[config.mk]
export PLATFORM = sky130hd
export DESIGN_NAME = mac_timestamp_rx_register_bank
export DESIGN_NICKNAME = d
export VERILOG_FILES = /design/src/rtl/mac_timestamp_rx_register_bank.v /design/src/rtl/rx_word_packer.v /design/src/rtl/stat_counter.v
export VERILOG_INCLUDE_DIRS = /design/src /design/src/rtl
export SDC_FILE = /design/constraint.sdc
export NUM_CORES = 1
export LEC_CHECK = 0
export ABC_CLOCK_PERIOD_IN_PS = 7470
export BUFFER_PORTS_ARGS = -buffer_cell sky130_fd_sc_hd__buf_2
export CAP_MARGIN = 20
export CELL_PAD_IN_SITES_DETAIL_PLACEMENT = 0
export CELL_PAD_IN_SITES_GLOBAL_PLACEMENT = 1
export CORE_ASPECT_RATIO = 1.75
export CORE_MARGIN = 5
export CORE_UTILIZATION = 44
export CTS_CLUSTER_SIZE = 25
export DETAILED_ROUTE_END_ITERATION = 8
export GPL_ROUTABILITY_DRIVEN = 1
export PLACE_DENSITY_LB_ADDON = 0.1
export SYNTH_ARGS = -nofsm -noshare
export SYNTH_HDL_FRONTEND = slang
export SYNTH_SLANG_ARGS = --single-unit
export TNS_END_PERCENT = 20
[constraint.sdc]
create_clock -name clk_sys -period 7.47 [get_ports clk_sys]
set_clock_uncertainty 0.1 [all_clocks]
set_input_delay 0.747 -clock clk_sys [delete_from_list [all_inputs] [get_ports clk_sys]]
set_output_delay 0.747 -clock clk_sys [all_outputs]
set_load 0.02 [all_outputs]
[src/rtl/mac_ts_rx_defines.vh]
// register offsets, field positions and timing constants of the timestamp and receive bank
`ifndef MAC_TS_RX_DEFINES_VH
`define MAC_TS_RX_DEFINES_VH

`define ADDR_TIMER_CFG          8'h84
`define ADDR_QUANT_CORR         8'h87
`define ADDR_START_TIME         8'h88
`define ADDR_STAMP_LOW          8'h89
`define ADDR_STAMP_HIGH         8'h8a
`define ADDR_FREERUN_SNAP       8'h8b
`define ADDR_HEAD_LENGTH        8'h90
`define ADDR_READ_PORT          8'h91
`define ADDR_RX_ALL_COUNT       8'ha0
`define ADDR_RX_BCAST_COUNT     8'ha1
`define ADDR_RX_MCAST_COUNT     8'ha2
`define ADDR_RX_UCAST_COUNT     8'ha3
`define ADDR_RX_FCS_COUNT       8'ha4

`define STOP_BIT_POS            3
`define QUANT_CORR_WIDTH        8
`define LENGTH_WIDTH            11
`define ZERO_WORD               32'h0000_0000
`define ZERO_QUANT              8'h00
`define ZERO_LENGTH             11'h000
`define COUNT_STEP              32'h0000_0001

// nanosecond step per timer tick, and tick rate against the system clock
`define NS_PER_TICK             33'h0_0000_0010
`define TIMER_CLK_MHZ           120
`define SYS_CLK_MHZ             125
`define TICK_SLOT_LAST          5'h18

`endif

[src/rtl/mac_timestamp_rx_register_bank.v]
// timestamp timer, pin capture, receive read port and receive statistics registers
// What this block does
// - eight-bit quantization correction for timer periods
// - start-time write arms timer output toggling
// - stop control halts toggling, restores default level
// - capture pin latches 64-bit timestamp, two words
// - same capture latches free-running counter snapshot
// - eleven-bit head frame length, header included
// - data read returns and pops four bytes
// - first byte sits in top eight bits
// - after frame end, data waits for length read
// - read port works only in generic protocol
// - back-to-back reads outrun the byte feed and pop partial words
// - count every received frame, good or bad
// - separate broadcast and multicast frame counts
// - unicast frame count, reset to zero
// - fcs error frame count, reset to zero
// - timer steps sixteen nanoseconds at 120 MHz
// - stop is write-only bit three, self-clearing
`timescale 1ns/1ps
`default_nettype none
`include "mac_ts_rx_defines.vh"

module mac_timestamp_rx_register_bank (
   input  wire        clk_sys,
   input  wire        srst,
   // register access from the spi front end
   input  wire [7:0]  regAddr,
   input  wire        regWrite,
   input  wire [31:0] regWrData,
   input  wire        regRead,
   output reg  [31:0] regRdData,
   output reg         regRdValid,
   // protocol selection and timer settings held elsewhere
   input  wire        genericSpiMode,
   input  wire        timerDefaultLevel,
   input  wire [31:0] timerHighPeriod,
   input  wire [31:0] timerLowPeriod,
   // time base
   input  wire [63:0] timestampNow,
   input  wire [31:0] freeRunNow,
   input  wire        external_capture_pin,
   output reg         periodic_time_output,
   // receive fifo head
   input  wire [10:0] headFrameLength,
   input  wire        rxByteValid,
   input  wire [7:0]  rxByteData,
   output wire        rxByteReady,
   // receive statistics events, one-cycle pulses
   input  wire        rxFrameEvent,
   input  wire        rxBroadcastEvent,
   input  wire        rxMulticastEvent,
   input  wire        rxUnicastEvent,
   input  wire        rxFcsErrorEvent
);

   // armed waits on the start time; run counts ticks into the phase
   localparam [1:0] TIMER_IDLE  = 2'h0;
   localparam [1:0] TIMER_ARMED = 2'h1;
   localparam [1:0] TIMER_RUN   = 2'h2;

   reg  [7:0]  quant_correction_value;
   reg  [31:0] output_start_time;
   reg  [63:0] captured_pin_timestamp;
   reg  [31:0] captured_freerun_value;
   reg         captureSync1;
   reg         captureSync2;
   reg         captureSeen;
   reg  [4:0]  tickSlot;
   reg  [1:0]  timerState;
   reg  [31:0] phaseNs;

   wire        tickEn;
   wire        captureRise;
   wire        writeStart;
   wire        output_stop_control;
   wire        readLength;
   wire        readPort;
   wire        popWord;
   wire [31:0] fifo_read_word;
   wire        frameOpen;
   wire [32:0] nextPhase;
   wire [32:0] phaseLimit;
   wire [31:0] received_frames_total;
   wire [31:0] received_broadcast_total;
   wire [31:0] received_multicast_total;
   wire [31:0] received_unicast_total;
   wire [31:0] received_fcs_error_total;
   reg  [31:0] next_rdData;

   // write decode
   // writes to read-only and unmapped offsets fall through untouched
   assign writeStart          = regWrite && (regAddr == `ADDR_START_TIME);
   // stop bit is never stored, so it reads back as zero
   assign output_stop_control = regWrite && (regAddr == `ADDR_TIMER_CFG)
                                && regWrData[`STOP_BIT_POS];

   always @(posedge clk_sys) begin
      if (srst) begin
         quant_correction_value <= `ZERO_QUANT;
         output_start_time      <= `ZERO_WORD;
      end else if (regWrite) begin
         if (regAddr == `ADDR_QUANT_CORR) begin
            quant_correction_value <= regWrData[`QUANT_CORR_WIDTH-1:0];
         end else if (regAddr == `ADDR_START_TIME) begin
            output_start_time <= regWrData;
         end
      end
   end

   // timer tick: 24 slots of every 25 system cycles, 120 MHz against 125 MHz
   always @(posedge clk_sys) begin
      if (srst) begin
         tickSlot <= 5'h00;
      end else if (tickSlot == `TICK_SLOT_LAST) begin
         tickSlot <= 5'h00;
      end else begin
         tickSlot <= tickSlot + 5'h01;
      end
   end
   assign tickEn = (tickSlot != `TICK_SLOT_LAST);

   // correction stretches each phase; host keeps it 0 to 15
   // the high period applies while the output is high, the low one otherwise
   assign nextPhase  = {1'b0, phaseNs} + `NS_PER_TICK;
   assign phaseLimit = {1'b0, (periodic_time_output ? timerHighPeriod : timerLowPeriod)}
                       + {25'h000_0000, quant_correction_value};

   always @(posedge clk_sys) begin
      if (srst) begin
         timerState           <= TIMER_IDLE;
         phaseNs              <= `ZERO_WORD;
         periodic_time_output <= 1'b0;
      end else if (writeStart) begin
         // a fresh start always rearms, even while running
         timerState           <= TIMER_ARMED;
         phaseNs              <= `ZERO_WORD;
         periodic_time_output <= timerDefaultLevel;
      end else if (output_stop_control) begin
         timerState           <= TIMER_IDLE;
         phaseNs              <= `ZERO_WORD;
         periodic_time_output <= timerDefaultLevel;
      end else begin
         case (timerState)
            TIMER_IDLE: begin
               periodic_time_output <= timerDefaultLevel;
            end
            TIMER_ARMED: begin
               periodic_time_output <= timerDefaultLevel;
               // plain compare: a start time in the past fires at once
               if (timestampNow[31:0] >= output_start_time) begin
                  timerState           <= TIMER_RUN;
                  periodic_time_output <= ~timerDefaultLevel;
               end
            end
            TIMER_RUN: begin
               if (tickEn) begin
                  if (nextPhase >= phaseLimit) begin
                     phaseNs              <= `ZERO_WORD;
                     periodic_time_output <= ~periodic_time_output;
                  end else begin
                     phaseNs <= nextPhase[31:0];
                  end
               end
            end
            default: begin
               timerState <= TIMER_IDLE;
            end
         endcase
      end
   end

   // capture pin comes from outside, two flops before any use
   always @(posedge clk_sys) begin
      if (srst) begin
         captureSync1 <= 1'b0;
         captureSync2 <= 1'b0;
         captureSeen  <= 1'b0;
      end else begin
         captureSync1 <= external_capture_pin;
         captureSync2 <= captureSync1;
         captureSeen  <= captureSync2;
      end
   end
   // edge flop idles low like the pin, so no false capture after reset
   assign captureRise = captureSync2 && !captureSeen;

   always @(posedge clk_sys) begin
      if (srst) begin
         captured_pin_timestamp <= {`ZERO_WORD, `ZERO_WORD};
         captured_freerun_value <= `ZERO_WORD;
      end else if (captureRise) begin
         captured_pin_timestamp <= timestampNow;
         captured_freerun_value <= freeRunNow;
      end
   end

   // receive read port
   assign readLength = regRead && (regAddr == `ADDR_HEAD_LENGTH);
   assign readPort   = regRead && (regAddr == `ADDR_READ_PORT);
   // a read that outruns the byte feed gets a partial word and still pops
   // framed protocol leaves the fifo untouched
   assign popWord    = readPort && genericSpiMode && frameOpen;

   rx_word_packer u_packer (
      .clk_sys    (clk_sys),
      .srst       (srst),
      .loadFrame  (readLength && genericSpiMode),
      .loadLength (headFrameLength),
      .popWord    (popWord),
      .byteValid  (rxByteValid),
      .byteData   (rxByteData),
      .byteReady  (rxByteReady),
      .packedWord (fifo_read_word),
      .frameOpen  (frameOpen)
   );

   // statistics
   // events are single-cycle pulses, each worth one count
   stat_counter u_cnt_all (
      .clk_sys    (clk_sys),
      .srst       (srst),
      .countEvent (rxFrameEvent),
      .countValue (received_frames_total)
   );

   stat_counter u_cnt_bcast (
      .clk_sys    (clk_sys),
      .srst       (srst),
      .countEvent (rxBroadcastEvent),
      .countValue (received_broadcast_total)
   );

   stat_counter u_cnt_mcast (
      .clk_sys    (clk_sys),
      .srst       (srst),
      .countEvent (rxMulticastEvent),
      .countValue (received_multicast_total)
   );

   stat_counter u_cnt_ucast (
      .clk_sys    (clk_sys),
      .srst       (srst),
      .countEvent (rxUnicastEvent),
      .countValue (received_unicast_total)
   );

   stat_counter u_cnt_fcs (
      .clk_sys    (clk_sys),
      .srst       (srst),
      .countEvent (rxFcsErrorEvent),
      .countValue (received_fcs_error_total)
   );

   // read decode; unmapped and write-only addresses read zero
   always @* begin
      next_rdData = `ZERO_WORD;
      if (regAddr == `ADDR_QUANT_CORR) begin
         next_rdData = {24'h00_0000, quant_correction_value};
      end else if (regAddr == `ADDR_START_TIME) begin
         next_rdData = output_start_time;
      end else if (regAddr == `ADDR_STAMP_LOW) begin
         next_rdData = captured_pin_timestamp[31:0];
      end else if (regAddr == `ADDR_STAMP_HIGH) begin
         next_rdData = captured_pin_timestamp[63:32];
      end else if (regAddr == `ADDR_FREERUN_SNAP) begin
         next_rdData = captured_freerun_value;
      end else if (regAddr == `ADDR_HEAD_LENGTH) begin
         next_rdData = {21'h00_0000, headFrameLength};
      end else if (regAddr == `ADDR_READ_PORT) begin
         if (genericSpiMode && frameOpen) begin
            next_rdData = fifo_read_word;
         end
      end else if (regAddr == `ADDR_RX_ALL_COUNT) begin
         next_rdData = received_frames_total;
      end else if (regAddr == `ADDR_RX_BCAST_COUNT) begin
         next_rdData = received_broadcast_total;
      end else if (regAddr == `ADDR_RX_MCAST_COUNT) begin
         next_rdData = received_multicast_total;
      end else if (regAddr == `ADDR_RX_UCAST_COUNT) begin
         next_rdData = received_unicast_total;
      end else if (regAddr == `ADDR_RX_FCS_COUNT) begin
         next_rdData = received_fcs_error_total;
      end
   end

   // read data holds between reads, so a slow front end may take it late
   always @(posedge clk_sys) begin
      if (srst) begin
         regRdData  <= `ZERO_WORD;
         regRdValid <= 1'b0;
      end else begin
         regRdValid <= regRead;
         if (regRead) begin
            regRdData <= next_rdData;
         end
      end
   end

endmodule // mac_timestamp_rx_register_bank
`default_nettype wire

[src/rtl/rx_word_packer.v]
// gathers receive fifo bytes into words, first byte in the top lane, gated per frame
`timescale 1ns/1ps
`default_nettype none
`include "mac_ts_rx_defines.vh"

module rx_word_packer (
   input  wire        clk_sys,
   input  wire        srst,
   input  wire        loadFrame,
   input  wire [10:0] loadLength,
   input  wire        popWord,
   input  wire        byteValid,
   input  wire [7:0]  byteData,
   output wire        byteReady,
   output reg  [31:0] packedWord,
   output wire        frameOpen
);

   reg  [10:0] bytesLeft;
   reg  [2:0]  lanesFilled;
   wire        wordFull;
   wire        takeByte;

   assign wordFull  = (lanesFilled == 3'h4);
   assign frameOpen = (bytesLeft != `ZERO_LENGTH) || (lanesFilled != 3'h0);
   assign byteReady = (bytesLeft != `ZERO_LENGTH) && !wordFull && !popWord && !loadFrame;
   assign takeByte  = byteValid && byteReady;

   always @(posedge clk_sys) begin
      if (srst) begin
         bytesLeft   <= `ZERO_LENGTH;
         lanesFilled <= 3'h0;
         packedWord  <= `ZERO_WORD;
      end else if (loadFrame) begin
         bytesLeft   <= loadLength;
         lanesFilled <= 3'h0;
         packedWord  <= `ZERO_WORD;
      end else if (popWord) begin
         lanesFilled <= 3'h0;
         packedWord  <= `ZERO_WORD;
      end else if (takeByte) begin
         bytesLeft   <= bytesLeft - 11'h001;
         lanesFilled <= lanesFilled + 3'h1;
         // earliest byte lands in bits 31:24
         case (lanesFilled)
            3'h0: packedWord[31:24] <= byteData;
            3'h1: packedWord[23:16] <= byteData;
            3'h2: packedWord[15:8]  <= byteData;
            default: packedWord[7:0] <= byteData;
         endcase
      end
   end

endmodule // rx_word_packer
`default_nettype wire

[src/rtl/stat_counter.v]
// 32-bit statistics counter, wraps at all ones, cleared only by reset
`timescale 1ns/1ps
`default_nettype none
`include "mac_ts_rx_defines.vh"

module stat_counter (
   input  wire        clk_sys,
   input  wire        srst,
   input  wire        countEvent,
   output reg  [31:0] countValue
);

   always @(posedge clk_sys) begin
      if (srst) begin
         countValue <= `ZERO_WORD;
      end else if (countEvent) begin
         // natural overflow gives the wrap to zero
         countValue <= countValue + `COUNT_STEP;
      end
   end

endmodule // stat_counter
`default_nettype wire

# After elaboration in Yosys (flattened, before gate mapping)
# Cells that the tools add are included.
classes:
  addsub: 10
  order_cmp: 2
  n_eq_ne: 26
  mux: 28
  bitwise: 5
  reduce_logical: 41
ops:
  columns: ["op", "n"]
  rows:
  - ["2-to-1 mux 32 bit", 15]
  - ["adder 32 x 1 -> 32 bit, second input constant", 5]
  - ["equality test 8 bit, second input constant", 13]
  - ["adder 32 x 5 -> 33 bit, second input constant", 1]
  - ["adder 32 x 8 -> 33 bit", 1]
  - [">= comparator 33 bit", 1]
  - ["2-to-1 mux 11 bit", 3]
  - [">= comparator 32 bit", 1]
  - ["AND reduction 2 bit", 9]
  - ["logical AND 1 bit", 14]
  - ["inequality test 4 bit, second input constant", 3]
  - ["nonzero test 11 bit", 1]
  - ["subtractor 11 x 1 -> 11 bit, second input constant", 1]
  - ["OR reduction 3 bit", 3]
  - ["2-to-1 mux 1 bit", 7]
  - ["AND reduction 3 bit", 2]
  - ["adder 5 x 1 -> 5 bit, second input constant", 1]
  - ["equality test 5 bit, second input constant", 1]
  - ["inequality test 5 bit, second input constant", 1]
  - ["inverter 1 bit", 5]
  - ["nonzero test 5 bit", 1]
  - ["logical NOT 1 bit", 4]
  - ["one-hot mux 2 bit (2 select lines)", 1]
  - ["OR reduction 2 bit", 2]
  - ["16 further kinds", 16]
word_totals:
  reg_bits: 418
  in_bits: 232
  out_inout_bits: 35
  word_cells: 137

# Longest topological paths before layout
depth:
  word_depth: 13
  ltp_mapped: 28

# Hierarchy
# A second synthesis with hierarchy kept.
hier_totals:
  cells_unflattened: 2964
  area_unflattened_um2: 23173.5
modules_own_cells:
  columns: ["module", "instances", "cells_per_inst", "area_each_um2", "seq_area_each_um2"]
  rows:
  - ["mac_timestamp_rx_register_bank", 1, 1804, 13270.2, 4164.0]
  - ["stat_counter (u_cnt_all ...)", 4, 181, 1564.0, 640.6]
  - ["rx_word_packer", 1, 262, 2158.3, 920.9]
  - ["stat_counter (u_cnt_ucast)", 1, 174, 1488.9, 640.6]

# Worst setup path after synthesis
# Ideal clock, no wire load.
synth_timing:
  path_kind: "register to register"
  start: "register periodic_time_output"
  end: "register phaseNs[18]"
  arrival_time_ps: 6233
  required_ps: 7300
  slack_ps: 1067
  stages_incl_launch_ff: 29
  n_path_buf: 7
  synth_period_minus_slack_ps: 6403
  cell_sequence: "dfxtp_1 buf_6 buf_2 buf_1 buf_2 buf_1 mux2_2 ha_1 inv_1 fa_1 nor2b_1 o21ai_1 a21oi_1 o21ai_0 a2111oi_0 clkbuf_1 nand3_1 xnor2_1 mux2i_1 ha_1 a21o_1 a21o_1 a221oi_1 a31oi_1 or3_1 nor2_1 buf_2 nand3b_1 a21oi_1"
synth_between:
  elab_chain_len: 4
synth_rtl:
  columns: ["element", "line_no", "rtl"]
  rows:
  - ["start: declaration", "mac_timestamp_rx_register_bank.v:43", "output reg periodic_time_output,"]
  - ["start signal: assignment", "mac_timestamp_rx_register_bank.v:138", "periodic_time_output <= timerDefaultLevel;"]
  - ["start signal: assignment", "mac_timestamp_rx_register_bank.v:142", "periodic_time_output <= timerDefaultLevel;"]
  - ["start signal: assignment", "mac_timestamp_rx_register_bank.v:146", "periodic_time_output <= timerDefaultLevel;"]
  - ["2-to-1 mux 32 bit", "mac_timestamp_rx_register_bank.v:126", "assign phaseLimit = {1'b0, (periodic_time_output ? timerHighPeriod : timerLowPeriod)}"]
  - ["adder 32 x 8 -> 33 bit", "mac_timestamp_rx_register_bank.v:127", "+ {25'h000_0000, quant_correction_value};"]
  - [">= comparator 33 bit", "mac_timestamp_rx_register_bank.v:158", "if (nextPhase >= phaseLimit) begin"]
  - ["2-to-1 mux 32 bit", "mac_timestamp_rx_register_bank.v:158", null]
  - ["end signal: assignment", "mac_timestamp_rx_register_bank.v:132", "phaseNs <= `ZERO_WORD;"]
  - ["end signal: assignment", "mac_timestamp_rx_register_bank.v:159", "phaseNs <= `ZERO_WORD;"]
  - ["end signal: assignment", "mac_timestamp_rx_register_bank.v:162", "phaseNs <= nextPhase[31:0];"]
  - ["end: declaration", "mac_timestamp_rx_register_bank.v:71", "reg [31:0] phaseNs;"]
# Every way passes these cells.
# A chain may end at the register's enable or synchronous reset.

# Final worst setup path
layout_timing:
  start: "register periodic_time_output"
  end: "register phaseNs[27]"
# The elaborated chain is that of the path after synthesis.

==> results.yml <==
route:
  avgViaCountPerCell: 5.57
  ant_nets: 0
  drc: 0
  dr.pass1.iters: 5
  via_count: 20200
  finalWirelength_um: 74600
  routedWlPerCell_um: 20.6
  drt_iter0_markers: 1271
die:
  fp.dieH_um: 305
  ios: 267
  start_util_pct: 44.2
  num_rows: 108
  dieArea_um2: 54400
  die_w_um: 178
  core-area_um2: 49500
timing:
  worst_hold_slack_ns: 0.332
  finalSetupTns_ns: 0
  finalCritPeriodShare_pct: 82.8
  max_slew.worst_pin.slew_ns: 1.02
  slew_headroom_pct: 31.6
  rsz0062_at_grt: "no"
  max_freq_ghz: 0.162
  maxSlewViolCount: 0
  finalHoldViolations: 0
  setup_viol: 0
  min_period_ns: 6.19
clock_network:
  cts.repair.resized: 0
  clk_path_buf_depth: 3
  clock_latency_ns: 0.55
  h-tree-depth: 2
  root_buffer: "clkbuf_16"
  cts_hold_buf: 0
  cts_tree: "built"
  cts_buffers: 42
  clock_sinks: 414
  clk_pin_slew_ns: 0.07
  cts_setup_buffers: 0
global_route:
  grt_pass1_wl_um: 113000
  use_met1_pct: 29.9
  met3_usage_pct: 2.52
  antenna_found_initial: 2
  grt_pass1_vias: 19900
  overflow: 0
  busiest_layer: "met2"
  use_met2_pct: 50.2
  gr-usage-all-layers_pct: 26.3
  grt_max_degree: 199
worst_setup_path:
  cp_num_buf_inv: 4
  critical-path-top-delay-family: "compound AO/OA/AOI/OAI gates"
  cp-start-kind: "flip-flop"
  end_kind: "flip-flop"
  worstSetupPathType: "reg -> reg"
  cp.required_ns: 7.83
  max_stage_delay_ns: 0.63
  cp_slowest_cell: "dfxtp_2"
  cpMostUsedCell: "buf_4"
  cp.arrival_ns: 6.55
  crit_fanout: 32
  path_cells: "mux2_2 > ha_1 > inv_1 > fa_1 > nor2b_1 > o21ai_1 > a21oi_1 > o21ai_0 > a2111oi_2 > buf_4 > and2_0 > nand3b_1 > xnor2_1 > ha_1 > a21o_1 > a21o_1 > a211oi_1 > o21ai_0 > or3_1 > buf_4 > nor2_1 > buf_4 > nand3b_1 > a21oi_1"
synthesis:
  synthFlopType: "dfxtp_1"
  synth_compound_area_share_pct: 16.3
  synth_area_per_cell_um2: 7.96
  synth_edf_count: 0
  syn_nets: 3062
  yosys.area_share.simple_pct: 24.3
  synthMuxAreaShare_pct: 4.45
  synth.cell_area_um2: 21800
  synth-seq-area-share_pct: 37.9
  synth_cell_types: 78
  synthXorXnorAreaFrac_pct: 8.10
  syn-instance-count: 2744
  synthAdderAreaFrac_pct: 4.96
  ys_ff_latch: 414
  synth_top_family_by_area: "simple AND/OR/NAND/NOR gates"
  yosysWarnings: 0
  async_flop_share_pct: 0
placed_design:
  dp_cells: 3545
  hpwl_um: 56900
  port_buffers: 266
  place_area_um2: 23700
  routabilityCongestion: 0.877
finish:
  nNetsFinal: 3248
  layout.cells.non_filler: 3623
  drive_gt1_share_pct: 13.6
  fillers: 5022
  fin_area_um2: 25200
  syn_to_final_growth_pct: 15.2
min_path:
  min_path_type: "in -> reg"
job:
  maxCapViolations: 0
run_status:
  outcome: "finished clean"
power:
  peakVddDrop_v: 0.000174
  p_leak_nw: 9.64
  p_per_area_nw_per_um2: 211
[per-stage QoR]
stage	power [mW]	utilization, %	worst slack, ns
after floorplan	2.85	-	1.07
after global placement	3.09	47.9	1.38
after detailed placement	3.10	47.9	1.25
after CTS	5.37	50.9	1.27
after global routing	5.52	50.9	0.893
final	5.31	50.9	1.28
[final timing paths]
check	slack [ns]	start	cells past startpoint	end
setup reg to reg	1.28	periodic_time_output	24	phaseNs[27]
setup / recovery	1.28	periodic_time_output	24	phaseNs[27]
hold / removal	0.33	regWrData[27]	3	output_start_time[27]
hold reg to reg	0.35	captureSync1	1	captureSync2
[metal layers]
layer  up-vias  share of wire (%)
met3       124                4.7
li1       9932                  -
met1      9612                 38
met4         2                3.9
met2       515                 53
met5         -             0.0094
[where the power goes]
group / leakage [nW] / total, mW / internal [mW] / switching, mW
Clock: 0.717 / 2.26 / 1.32 / 0.936
Sequential: 3.35 / 2.36 / 2.29 / 0.0694
Combinational: 5.58 / 0.690 / 0.286 / 0.404
Total: 9.64 / 5.31 / 3.90 / 1.41
[cell families (layout without fill, tap and decap cells)]
family	after synthesis	count (layout)
fa+ha+maj	86	86
compound gates	578	578
mux	96	96
flops	414	414
xor+xnor	202	202
simple gates	1143	1143
buf+inv	225	442
other cells	0	2
[cells in the final DEF (no fill, tap or decap), types with 42 or more instances in the layout]
cell type  instances
a21oi_1          257
buf_2            265
clkbuf_16         42
inv_1             71
and3_1            49
nand2_1          469
mux2i_1           87
nor2_1           287
dfxtp_1          413
nand3_1           95
xnor2_1           80
ha_1              85
nand4_1           53
xor2_1           122
o21ai_0          123
[tightest hold or removal path, delay by kind of cell]
kind                   cells  cell delay, ns
AOI/OAI and AO/OA          1            0.05
buffers and inverters      1            0.09
and+or+nand+nor            1            0.05
[flip-flops by register name (all words and copies together), names as in the netlist, 2 cells and up]
register	flops
quant_correction_value	8
u_cnt_all.countValue	32
output_start_time	32
u_packer.packedWord	32
captured_freerun_value	32
phaseNs	28
u_packer.lanesFilled	3
u_cnt_fcs.countValue	32
regRdData	32
timerState	2
u_packer.bytesLeft	11
captured_pin_timestamp	64
u_cnt_mcast.countValue	32
tickSlot	5
u_cnt_bcast.countValue	32
u_cnt_ucast.countValue	32
[cell usage after synthesis (32+ instances only)]
| cell | count | area (um^2) |
|---|---|---|
| clkbuf_1 | 110 | 413 |
| nor2_1 | 289 | 1080 |
| nand4_1 | 53 | 332 |
| nand2_1 | 469 | 1760 |
| a211oi_1 | 32 | 240 |
| xor2_1 | 122 | 1070 |
| a21oi_1 | 257 | 1290 |
| and3_1 | 49 | 307 |
| o21ai_0 | 123 | 616 |
| ha_1 | 85 | 1060 |
| xnor2_1 | 80 | 701 |
| dfxtp_1 | 414 | 8290 |
| mux2i_1 | 87 | 871 |
| nand3_1 | 95 | 475 |
| inv_1 | 71 | 267 |
[cell type report]
type / instances / area, um^2 / area share [%]
well taps: 660 / 826 / 3.28
repair buffers: 295 / 1580 / 6.27
multi-input cells: 2105 / 12700 / 50.6
flip-flops and latches: 414 / 8290 / 32.9
clock buffers: 54 / 1170 / 4.63
clock inverters: 21 / 294 / 1.17
diodes: 2 / 5.00 / 0.0199
inverters: 72 / 270 / 1.07
Note: power is estimated with default switching activity, not from simulation.
